--- config.mk ---
export PLATFORM = sky130hd
export DESIGN_NAME = fesc_top
export DESIGN_NICKNAME = d
export VERILOG_FILES = /design/src/verilog/fesc_pkg.sv /design/src/verilog/fesc_mode_reg.sv /design/src/verilog/fesc_block_map.sv /design/src/verilog/fesc_top.sv
export VERILOG_INCLUDE_DIRS = /design/src /design/src/verilog
export SDC_FILE = /design/constraint.sdc
export NUM_CORES = 1
export LEC_CHECK = 0
export BUFFER_PORTS_ARGS = -buffer_cell sky130_fd_sc_hd__clkbuf_2
export CAP_MARGIN = 20
export CORE_UTILIZATION = 40
export DETAILED_ROUTE_END_ITERATION = 6
export PLACE_DENSITY = 0.73
export SKIP_CTS_REPAIR_TIMING = 1
export SYNTH_ARGS = -nofsm -noshare
export SYNTH_HDL_FRONTEND = slang
export SYNTH_SLANG_ARGS = --single-unit
--- constraint.sdc ---
create_clock -name aclk -period 2.07 [get_ports aclk]
set_input_delay 0.5175 -clock aclk [delete_from_list [all_inputs] [get_ports aclk]]
set_output_delay 0.5175 -clock aclk [all_outputs]
set_load 0.05 [all_outputs]
--- src/verilog/fesc_map.svh ---
`ifndef FESC_MAP_SVH
`define FESC_MAP_SVH

// ---------------------------------------------------------------------------
// Register byte offsets on the AXI4-Lite bus
// ---------------------------------------------------------------------------
`define FESC_OFS_MODE    8'h00
`define FESC_OFS_SETUP   8'h04
`define FESC_OFS_BLOCK   8'h08
`define FESC_OFS_WAIT    8'h0C

// ---------------------------------------------------------------------------
// Field positions
// ---------------------------------------------------------------------------
`define FESC_FLASH_WE_BIT     7
`define FESC_SOFT_WE_BIT      6
`define FESC_ERASE_VFY_BIT    3
`define FESC_PROG_VFY_BIT     2
`define FESC_E_BIT            1
`define FESC_P_BIT            0
`define FESC_ERR_FLAG_BIT     7
`define FESC_ERASE_SETUP_BIT  1
`define FESC_PROG_SETUP_BIT   0
`define FESC_CLK_DIV_BIT      5
`define FESC_REG_EN_BIT       4

// ---------------------------------------------------------------------------
// Reset values and bus responses
// ---------------------------------------------------------------------------
`define FESC_SETUP_RST   8'h00
`define FESC_BLOCK_RST   8'h00
`define FESC_WAIT_RST    8'h08
`define FESC_RESP_OKAY   2'h0
`define FESC_RESP_SLVERR 2'h2

// ---------------------------------------------------------------------------
// Erase block upper bounds, exclusive
// ---------------------------------------------------------------------------
`define FESC_BLK0_END    16'h0400
`define FESC_BLK1_END    16'h0800
`define FESC_BLK2_END    16'h0C00
`define FESC_BLK3_END    16'h1000
`define FESC_BLK4_END    16'h8000
`define FESC_BLK5_END    16'hC000
`define FESC_BLK6_END    16'hEF80
`define FESC_BLK7_END    16'hF780

`endif

--- src/verilog/fesc_pkg.sv ---
`default_nettype none

package fesc_pkg;

  // Register selected by a bus address.
  typedef enum logic [2:0] {
    FESC_SEL_MODE,
    FESC_SEL_SETUP,
    FESC_SEL_BLOCK,
    FESC_SEL_WAIT,
    FESC_SEL_NONE
  } fesc_sel_t;

  typedef logic [7:0] fesc_byte_t;

endpackage

`default_nettype wire

--- src/verilog/fesc_mode_reg.sv ---
`default_nettype none
`include "fesc_map.svh"

module fesc_mode_reg
  import fesc_pkg::*;
(
  input  wire logic       aclk,
  input  wire logic       clear,
  input  wire logic       wr_en,
  input  wire fesc_byte_t wdata,
  input  wire logic       flash_we_in,
  input  wire logic       erase_setup,
  input  wire logic       program_setup,
  input  wire logic       error_protect,
  output fesc_byte_t      value,
  output logic            soft_we
);

  logic erase_vfy;
  logic prog_vfy;
  logic e;
  logic p;

  // ---------------------------------------------------------------------------
  // Mode bits with their setting conditions
  // ---------------------------------------------------------------------------
  // Gates use the value before the write, so a write that raises the enable
  // cannot also raise a bit that depends on it.
  always_ff @(posedge aclk) begin
    if (clear) begin
      soft_we   <= 1'b0;
      erase_vfy <= 1'b0;
      prog_vfy  <= 1'b0;
      e         <= 1'b0;
      p         <= 1'b0;
    end else if (wr_en) begin
      soft_we   <= wdata[`FESC_SOFT_WE_BIT];
      erase_vfy <= wdata[`FESC_ERASE_VFY_BIT] & soft_we;
      prog_vfy  <= wdata[`FESC_PROG_VFY_BIT] & soft_we;
      e <= wdata[`FESC_E_BIT] & flash_we_in & soft_we & erase_setup & ~error_protect;
      p <= wdata[`FESC_P_BIT] & soft_we & program_setup & ~error_protect;
    end else if (error_protect) begin
      e   <= 1'b0;
      p   <= 1'b0;
    end
  end

  // Bits 5 and 4 read as zero; the write enable bit follows its pin.
  assign value = {flash_we_in, soft_we, 2'b00, erase_vfy, prog_vfy, e, p};

endmodule

`default_nettype wire

--- src/verilog/fesc_block_map.sv ---
`default_nettype none
`include "fesc_map.svh"

module fesc_block_map
  import fesc_pkg::*;
(
  input  wire logic        aclk,
  input  wire logic        aresetn,
  input  wire fesc_byte_t  block_select,
  input  wire logic [15:0] erase_addr,
  output logic             erase_allowed
);

  // Returns the one-hot block of an address, zero above the last block.
  function automatic fesc_byte_t block_of(input logic [15:0] a);
    fesc_byte_t r;
    r = 8'h00;
    if (a < `FESC_BLK0_END)      r = 8'h01;
    else if (a < `FESC_BLK1_END) r = 8'h02;
    else if (a < `FESC_BLK2_END) r = 8'h04;
    else if (a < `FESC_BLK3_END) r = 8'h08;
    else if (a < `FESC_BLK4_END) r = 8'h10;
    else if (a < `FESC_BLK5_END) r = 8'h20;
    else if (a < `FESC_BLK6_END) r = 8'h40;
    else if (a < `FESC_BLK7_END) r = 8'h80;
    return r;
  endfunction

  wire fesc_byte_t addr_block = block_of(erase_addr);

  // ---------------------------------------------------------------------------
  // Erase permission, registered so the sequencer sees a clean level
  // ---------------------------------------------------------------------------
  always_ff @(posedge aclk) begin
    if (!aresetn) begin
      erase_allowed <= 1'b0;
    end else begin
      erase_allowed <= |(addr_block & block_select);
    end
  end

endmodule

`default_nettype wire

--- src/verilog/fesc_top.sv ---
// Design decisions made here: the AXI4-Lite slave port and the register offsets.
`default_nettype none
`include "fesc_map.svh"

module fesc_top
  import fesc_pkg::*;
#(
  parameter int ADDR_W = 8
)
(
  input  wire logic              aclk,
  input  wire logic              aresetn,
  // AXI4-Lite slave.
  input  wire logic [ADDR_W-1:0] s_axi_awaddr,
  input  wire logic [2:0]        s_axi_awprot,
  input  wire logic              s_axi_awvalid,
  output logic                   s_axi_awready,
  input  wire logic [31:0]       s_axi_wdata,
  input  wire logic [3:0]        s_axi_wstrb,
  input  wire logic              s_axi_wvalid,
  output logic                   s_axi_wready,
  output logic [1:0]             s_axi_bresp,
  output logic                   s_axi_bvalid,
  input  wire logic              s_axi_bready,
  input  wire logic [ADDR_W-1:0] s_axi_araddr,
  input  wire logic [2:0]        s_axi_arprot,
  input  wire logic              s_axi_arvalid,
  output logic                   s_axi_arready,
  output logic [31:0]            s_axi_rdata,
  output logic [1:0]             s_axi_rresp,
  output logic                   s_axi_rvalid,
  input  wire logic              s_axi_rready,
  // Operating mode levels from the system controller.
  input  wire logic              hw_standby,
  input  wire logic              sw_standby,
  input  wire logic              hw_protect,
  input  wire logic              sw_protect,
  input  wire logic              low_power,
  input  wire logic              flash_disabled,
  input  wire logic              flash_write_enable,
  // Flash array sequencer.
  input  wire logic              seq_error,
  input  wire logic [15:0]       erase_addr,
  output logic                   erase_setup,
  output logic                   program_setup,
  output logic                   error_protect,
  output fesc_byte_t             erase_block_select,
  output logic                   erase_allowed,
  output logic                   soft_write_enable,
  output logic                   erase_mode,
  output logic                   program_mode,
  output logic                   erase_verify_mode,
  output logic                   program_verify_mode,
  // Clock and wait-state controller.
  output logic                   periph_clock_div,
  output logic                   flash_reg_enable,
  output logic [1:0]             wait_mode_sel,
  output logic [1:0]             wait_count
);

  // ---------------------------------------------------------------------------
  // Storage
  // ---------------------------------------------------------------------------
  logic              aw_held;
  logic              w_held;
  logic [ADDR_W-1:0] aw_addr;
  fesc_byte_t        w_byte;
  logic              w_lane0;
  fesc_byte_t        block_sel;
  fesc_byte_t        wait_clock_ctrl;
  fesc_byte_t        mode_value;
  logic              soft_we;
  logic              flash_error_flag;

  // ---------------------------------------------------------------------------
  // Address decode
  // ---------------------------------------------------------------------------
  // The printed map is sparse, so anything off the four words is refused.
  function automatic fesc_sel_t decode(input logic [ADDR_W-1:0] a);
    fesc_sel_t s;
    case (a)
      ADDR_W'(`FESC_OFS_MODE):  s = FESC_SEL_MODE;
      ADDR_W'(`FESC_OFS_SETUP): s = FESC_SEL_SETUP;
      ADDR_W'(`FESC_OFS_BLOCK): s = FESC_SEL_BLOCK;
      ADDR_W'(`FESC_OFS_WAIT):  s = FESC_SEL_WAIT;
      default:                  s = FESC_SEL_NONE;
    endcase
    return s;
  endfunction

  // Flash control registers are visible only with the register enable set.
  function automatic logic is_flash_reg(input fesc_sel_t s);
    return (s == FESC_SEL_MODE) || (s == FESC_SEL_SETUP) || (s == FESC_SEL_BLOCK);
  endfunction

  wire fesc_sel_t wr_sel      = decode(aw_addr);
  wire fesc_sel_t rd_sel      = decode(s_axi_araddr);
  wire logic      wr_fire     = aw_held & w_held;
  wire logic      wr_gate     = is_flash_reg(wr_sel) ? flash_reg_enable : 1'b1;
  wire logic      wr_commit   = wr_fire & w_lane0 & wr_gate;
  wire logic      wr_mode     = wr_commit & (wr_sel == FESC_SEL_MODE) & ~flash_disabled;
  wire logic      wr_setup    = wr_commit & (wr_sel == FESC_SEL_SETUP);
  wire logic      wr_block    = wr_commit & (wr_sel == FESC_SEL_BLOCK);
  wire logic      wr_wait     = wr_commit & (wr_sel == FESC_SEL_WAIT);
  wire logic      rd_fire     = s_axi_arvalid & s_axi_arready;
  wire logic      rd_visible  = is_flash_reg(rd_sel) ? flash_reg_enable : 1'b1;

  // Mode-driven clears grouped once so every register uses the same terms.
  wire logic      hard_clear  = ~aresetn | hw_standby;
  wire logic      mode_clear  = hard_clear | sw_standby;
  wire logic      setup_clear = sw_standby | hw_protect | sw_protect;

  // ---------------------------------------------------------------------------
  // Write channel handshakes
  // ---------------------------------------------------------------------------
  // Address and data are accepted in either order and held until both are in;
  // nothing new is taken while a response waits, so one write is in flight.
  assign s_axi_awready = ~aw_held & ~s_axi_bvalid;
  assign s_axi_wready  = ~w_held & ~s_axi_bvalid;
  assign s_axi_arready = ~s_axi_rvalid;

  // Address side of a write.
  always_ff @(posedge aclk) begin
    if (!aresetn) begin
      aw_held <= 1'b0;
      aw_addr <= '0;
    end else if (s_axi_awvalid && s_axi_awready) begin
      aw_held <= 1'b1;
      aw_addr <= s_axi_awaddr;
    end else if (wr_fire) begin
      aw_held <= 1'b0;
    end
  end

  // Data side of a write; only byte lane 0 carries register bits.
  always_ff @(posedge aclk) begin
    if (!aresetn) begin
      w_held  <= 1'b0;
      w_byte  <= 8'h00;
      w_lane0 <= 1'b0;
    end else if (s_axi_wvalid && s_axi_wready) begin
      w_held  <= 1'b1;
      w_byte  <= s_axi_wdata[7:0];
      w_lane0 <= s_axi_wstrb[0];
    end else if (wr_fire) begin
      w_held  <= 1'b0;
    end
  end

  // Write response, raised on the edge that commits the write.
  always_ff @(posedge aclk) begin
    if (!aresetn) begin
      s_axi_bvalid <= 1'b0;
      s_axi_bresp  <= `FESC_RESP_OKAY;
    end else if (wr_fire) begin
      s_axi_bvalid <= 1'b1;
      s_axi_bresp  <= (wr_sel == FESC_SEL_NONE) ? `FESC_RESP_SLVERR : `FESC_RESP_OKAY;
    end else if (s_axi_bready) begin
      s_axi_bvalid <= 1'b0;
    end
  end

  // ---------------------------------------------------------------------------
  // Flash mode control register
  // ---------------------------------------------------------------------------
  fesc_mode_reg u_mode (
    .aclk          (aclk),
    .clear         (mode_clear),
    .wr_en         (wr_mode),
    .wdata         (w_byte),
    .flash_we_in   (flash_write_enable),
    .erase_setup   (erase_setup),
    .program_setup (program_setup),
    .error_protect (flash_error_flag),
    .value         (mode_value),
    .soft_we       (soft_we)
  );

  // ---------------------------------------------------------------------------
  // Program/erase setup and error register
  // ---------------------------------------------------------------------------
  // Setup bits are only raised under the software write enable; clearing
  // writes always land so software can back out of a half-built sequence.
  always_ff @(posedge aclk) begin
    if (hard_clear) begin
      erase_setup   <= 1'b0;
      program_setup <= 1'b0;
    end else if (setup_clear) begin
      erase_setup   <= 1'b0;
      program_setup <= 1'b0;
    end else if (wr_setup) begin
      erase_setup   <= w_byte[`FESC_ERASE_SETUP_BIT] & soft_we;
      program_setup <= w_byte[`FESC_PROG_SETUP_BIT] & soft_we;
    end
  end

  // Error flag: a sequencer error in the same cycle as a low-power clear
  // still sets it; in that cycle only reset or hardware standby drops the fault.
  always_ff @(posedge aclk) begin
    if (hard_clear) begin
      flash_error_flag <= 1'b0;
    end else if (seq_error) begin
      flash_error_flag <= 1'b1;
    end else if (low_power) begin
      flash_error_flag <= 1'b0;
    end
  end

  // ---------------------------------------------------------------------------
  // Erase block selector
  // ---------------------------------------------------------------------------
  // Held at zero without the write enable, so a stale selection can never
  // survive into a later erase.
  always_ff @(posedge aclk) begin
    if (mode_clear || !soft_we) begin
      block_sel <= `FESC_BLOCK_RST;
    end else if (wr_block && !flash_disabled) begin
      block_sel <= w_byte;
    end
  end

  fesc_block_map u_map (
    .aclk          (aclk),
    .aresetn       (aresetn),
    .block_select  (block_sel),
    .erase_addr    (erase_addr),
    .erase_allowed (erase_allowed)
  );

  // ---------------------------------------------------------------------------
  // Wait-state and clock control register
  // ---------------------------------------------------------------------------
  // Software standby leaves this register alone on purpose: clock and wait
  // settings must be intact when the core wakes.
  always_ff @(posedge aclk) begin
    if (hard_clear) begin
      wait_clock_ctrl <= `FESC_WAIT_RST;
    end else if (wr_wait) begin
      wait_clock_ctrl <= w_byte;
    end
  end

  // ---------------------------------------------------------------------------
  // Read path
  // ---------------------------------------------------------------------------
  // Read values per register; flash registers collapse to zero when the
  // flash is disabled or its registers are unselected.
  wire fesc_byte_t setup_value = {flash_error_flag, 5'b00000,
                                  erase_setup, program_setup};
  wire fesc_byte_t mode_rd     = flash_disabled ? 8'h00 : mode_value;
  wire fesc_byte_t setup_rd    = flash_disabled ? 8'h00 : setup_value;
  wire fesc_byte_t block_rd    = flash_disabled ? 8'h00 : block_sel;

  fesc_byte_t rd_byte;

  // Read multiplexer.
  always_comb begin
    rd_byte = 8'h00;
    case (rd_sel)
      FESC_SEL_MODE:  rd_byte = mode_rd;
      FESC_SEL_SETUP: rd_byte = setup_rd;
      FESC_SEL_BLOCK: rd_byte = block_rd;
      FESC_SEL_WAIT:  rd_byte = wait_clock_ctrl;
      default:        rd_byte = 8'h00;
    endcase
  end

  // Read data is captured at the address handshake and held until taken.
  always_ff @(posedge aclk) begin
    if (!aresetn) begin
      s_axi_rvalid <= 1'b0;
      s_axi_rdata  <= 32'h0000_0000;
      s_axi_rresp  <= `FESC_RESP_OKAY;
    end else if (rd_fire) begin
      s_axi_rvalid <= 1'b1;
      s_axi_rdata  <= {24'h00_0000, rd_visible ? rd_byte : 8'h00};
      s_axi_rresp  <= (rd_sel == FESC_SEL_NONE) ? `FESC_RESP_SLVERR : `FESC_RESP_OKAY;
    end else if (s_axi_rready) begin
      s_axi_rvalid <= 1'b0;
    end
  end

  // ---------------------------------------------------------------------------
  // Outputs to the sequencer and clock logic
  // ---------------------------------------------------------------------------
  assign error_protect       = flash_error_flag;
  assign erase_block_select  = block_sel;
  assign soft_write_enable   = soft_we;
  assign erase_verify_mode   = mode_value[`FESC_ERASE_VFY_BIT];
  assign program_verify_mode = mode_value[`FESC_PROG_VFY_BIT];
  assign erase_mode          = mode_value[`FESC_E_BIT];
  assign program_mode        = mode_value[`FESC_P_BIT];
  assign periph_clock_div    = wait_clock_ctrl[`FESC_CLK_DIV_BIT];
  assign flash_reg_enable    = wait_clock_ctrl[`FESC_REG_EN_BIT];
  assign wait_mode_sel       = wait_clock_ctrl[3:2];
  assign wait_count          = wait_clock_ctrl[1:0];

  // Protection bits are ignored by this slave; every access is treated alike.
  wire logic unused_prot = ^{s_axi_awprot, s_axi_arprot, s_axi_wdata[31:8],
                             s_axi_wstrb[3:1]};

endmodule

`default_nettype wire

==> results by group <==
Floorplan
  • DIE AREA: 0.00721 mm^2
  • Die Height: 84.9 um
  • CORE AREA: 0.00649 mm^2
  • Die W: about 85 um
  • IO Pins: roughly 150
  • Starting Density: 0.423
  • FP Rows: 29

Drt
  • Met3 WL post-DR: 400 um
  • M1 WL: approximately 2.8 mm
  • Met2 WL: roughly 3.0 mm
  • Top Metal Used: met4
  • DR pass1 iterations: 7
  • Final WL: 6.27 mm
  • DRC viols: 11
  • Mean number of vias per cell: around 5
  • DR vias: around 2400
  • DRT iter0 DRCs: 110
  • Final ANT Viol Nets: 0
  • Routed wire per std cell: between 10 and 15 um

Clock tree
  • CTS root buf: clkbuf_8
  • Deepest clock path buffer count: 2
  • Clock latency on the worst-skew pair: roughly 0.31 ns
  • Clock transition at path regs: 0.09 ns
  • Max H-tree Level: 2
  • CTS tree: done
  • Clock sink count: 56
  • CTS buffer count: 5

Setup path
  • CP arrival: roughly 2 ns
  • FF-to-FF path depth: 4
  • Critical path cell sequence: or4_4, nor4_2, nand3_1, a2111oi_1
  • Worst path required time: 2.27 ns
  • CP top delay family: simple AND/OR/NAND/NOR gates
  • CP max-delay cell: or4_4
  • Reg2reg setup slack: 0.21 ns
  • Critical path type: reg -> reg
  • Critical path endpoint category: flop
  • CP bufs+invs: 0
  • Crit start category: flop
  • Largest stage delay, worst path: roughly 0.56 ns
  • Reg2Reg Capture Point: program_setup$_SDFFE_PP0P_
  • R2r startpoint: aw_addr[1]$_SDFFE_PN0P_
  • Critical path peak fanout: 3

Synthesis
  • Synthesized netlist cell count: 314
  • Asr flop ratio synth: 0
  • Yosys warns: 0
  • Register area share after synthesis: 0.408
  • Post-synth EDFFs: 0
  • Post-synthesis cell type count: 46
  • Synth Cell Area: 0.00275 mm^2
  • Top FF cell, synth: dfxtp_1
  • Average size of a mapped cell: 8.76 um^2
  • Flops & latches, synth: 56

Power
  • Leakage: between 1 and 1.5 nW
  • VDD IR-drop max: 414 uV
  • Internal: approximately 0.0014 W
  • Sw Ratio: 0.301
  • Gate power share: 0.171
  • Power Density: roughly 630 mW/mm^2
  • Final Power: ~0.002 W
  • Seq pwr share: 0.554
  • Clock share of power: 0.275
  • Net Sw Power: 0.000618 W

Cells and area
  • FF+latch area: approximately 0.0011 mm^2
  • ANT cells: 0
  • Fillers: between 600 and 700
  • Area of the multi-input gates: about 0.0014 mm^2
  • Proportion of layout cells with a drive suffix above 1: 0.283
  • Area grow syn2layout: 18.2%
  • Nets@finish: between 400 and 500
  • Final Core Density: 0.500

Timing
  • Hold Vio Cnt, Final: 0
  • Clock period minus worst slack: 1.86 ns
  • Final Setup Violations: 0
  • Slew at the pin closest to its max-slew limit: approximately 0.52 ns
  • Slew headroom: 0.652
  • RSZ-0062 raised after global routing: false
  • Final Slew Violations: 0
  • Final setup TNS: 0 ns
  • Max Freq: 0.538 GHz
  • Worst Skew: between 0.007 and 0.008 ns
  • Final period util: 0.898

Hold path
  • Hold WC Path Type: in -> reg
  • Hold path startpoint: hw_protect
  • Hold worst-path end: erase_setup$_SDFFE_PP0P_
  • Hold path depth: 2

Placement
  • Detail Placement HPWL: between 4 and 5 mm
  • PortBufs: 86
  • RePlAce Congestion: between 0.8 and 0.9

GRT
  • Initial antenna violation count: 0
  • Overflow after GRT: 0
  • Largest net degree at the start of global routing: 33
  • Vias in the first global route: 2096
  • Global-route wire length before repair: 10.1 mm
  • Global Route Usage Sum: 0.178

Outcome
  • Failing checks: DRC
  • Status: finished, violations left

Run
  • Max-Cap Viols: 0
-- power groups by stage --
stage          combinational, W  sequential (W)  clock (W)
2_1_floorplan          0.000281         0.00118          0
3_3_place_gp           0.000347         0.00116          0
3_5_place_dp           0.000351         0.00116          0
4_1_cts                0.000352         0.00114   0.000588
5_1_grt                0.000380         0.00115   0.000625
6_report               0.000351         0.00114   0.000566
-- cell type report --
class / count / area share
Clock buffer: 6 / 0.0223
Clock inverter: 1 / 0.00154
Inverter: 3 / 0.00347
Multi-Input combinational cell: 239 / 0.445
Sequential cell: 56 / 0.345
Tap cell: 77 / 0.0296
Timing Repair Buffer: 95 / 0.153
-- registers in the layout, summed over array words and instances (netlist names), 8 cells and up --
| signal | count |
|---|---|
| s_axi_rdata | 8 |
| erase_block_select | 8 |
| w_byte | 8 |
| aw_addr | 8 |
| wait_clock_ctrl | 8 |
-- worst reg2reg max path: stages, from the launching register on --
cell	delay [ns]
dfxtp_1	0.33
or4_4	0.56
nor4_2	0.36
nand3_1	0.12
a2111oi_1	0.37
-- synthesized netlist by cell type, types with 5 or more instances --
cell,n,area share
a21boi_0,26,0.071
a21oi_1,6,0.011
buf_4,30,0.082
clkbuf_1,10,0.014
dfxtp_1,56,0.41
mux2i_1,26,0.095
nand2_1,53,0.072
nand2b_1,10,0.023
nand3_1,5,0.0091
nor2_1,24,0.033
nor2b_1,7,0.016
o21ai_0,7,0.013
-- routing by layer --
metal,up-vias,global-route usage
li1,1198,-
met1,1087,0.226
met2,83,0.301
met3,6,0.0438
met4,0,0.0539
met5,-,0
-- worst max path at each step --
stage | depth (start not counted) | slack [ns] | startpoint | endpoint
global placement | 6 | 0.12 | s_axi_araddr[1] | s_axi_rdata[0]$_SDFFE_PN0P_
CTS | 4 | 0.16 | aw_addr[1]$_SDFFE_PN0P_ | program_setup$_SDFFE_PP0P_
global route | 4 | 0.1 | aw_addr[1]$_SDFFE_PN0P_ | program_setup$_SDFFE_PP0P_
finish | 4 | 0.21 | aw_addr[1]$_SDFFE_PN0P_ | program_setup$_SDFFE_PP0P_
floorplan | 5 | 0.08 | s_axi_bvalid$_SDFFE_PN0P_ | w_byte[0]$_SDFFE_PN0P_
detailed placement | 6 | 0.11 | s_axi_araddr[1] | s_axi_rdata[0]$_SDFFE_PN0P_
-- logic make-up (layout without fill, tap and decap cells) --
| family | Yosys count | after routing | share of synthesized area |
|---|---|---|---|
| and+or+nand+nor | 130 | 130 | 0.241 |
| AOI/OAI and AO/OA | 56 | 56 | 0.147 |
| DFF | 56 | 56 | 0.408 |
| buffers and inverters | 44 | 105 | 0.101 |
| muxes | 27 | 27 | 0.103 |
| other | 1 | 26 | 0.00136 |
-- cell usage in the layout, fill, tap and decap left out, types with 5 or more instances in the layout --
cell type	n
nand2b_1	10
nand2_1	53
conb_1	26
clkbuf_8	5
a21boi_0	26
nor2b_1	7
mux2i_1	26
buf_4	9
o21ai_0	7
dfxtp_1	56
a21oi_1	6
nor2_1	24
clkbuf_2	86
nand3_1	5
-- stage by stage --
| stage | hold WS [ns] | cell area, um^2 | setup slack, ns | instances |
|---|---|---|---|---|
| after floorplan | 0.451 | 2840 | 0.0759 | 339 |
| after global placement | 0.451 | 3170 | 0.117 | 470 |
| after detailed placement | 0.460 | 3170 | 0.112 | 470 |
| after CTS | 0.379 | 3250 | 0.159 | 477 |
| after global routing | 0.377 | 3250 | 0.0975 | 477 |
| final | 0.387 | 3250 | 0.211 | 477 |
No activity file was read; power rests on OpenSTA's default activity.
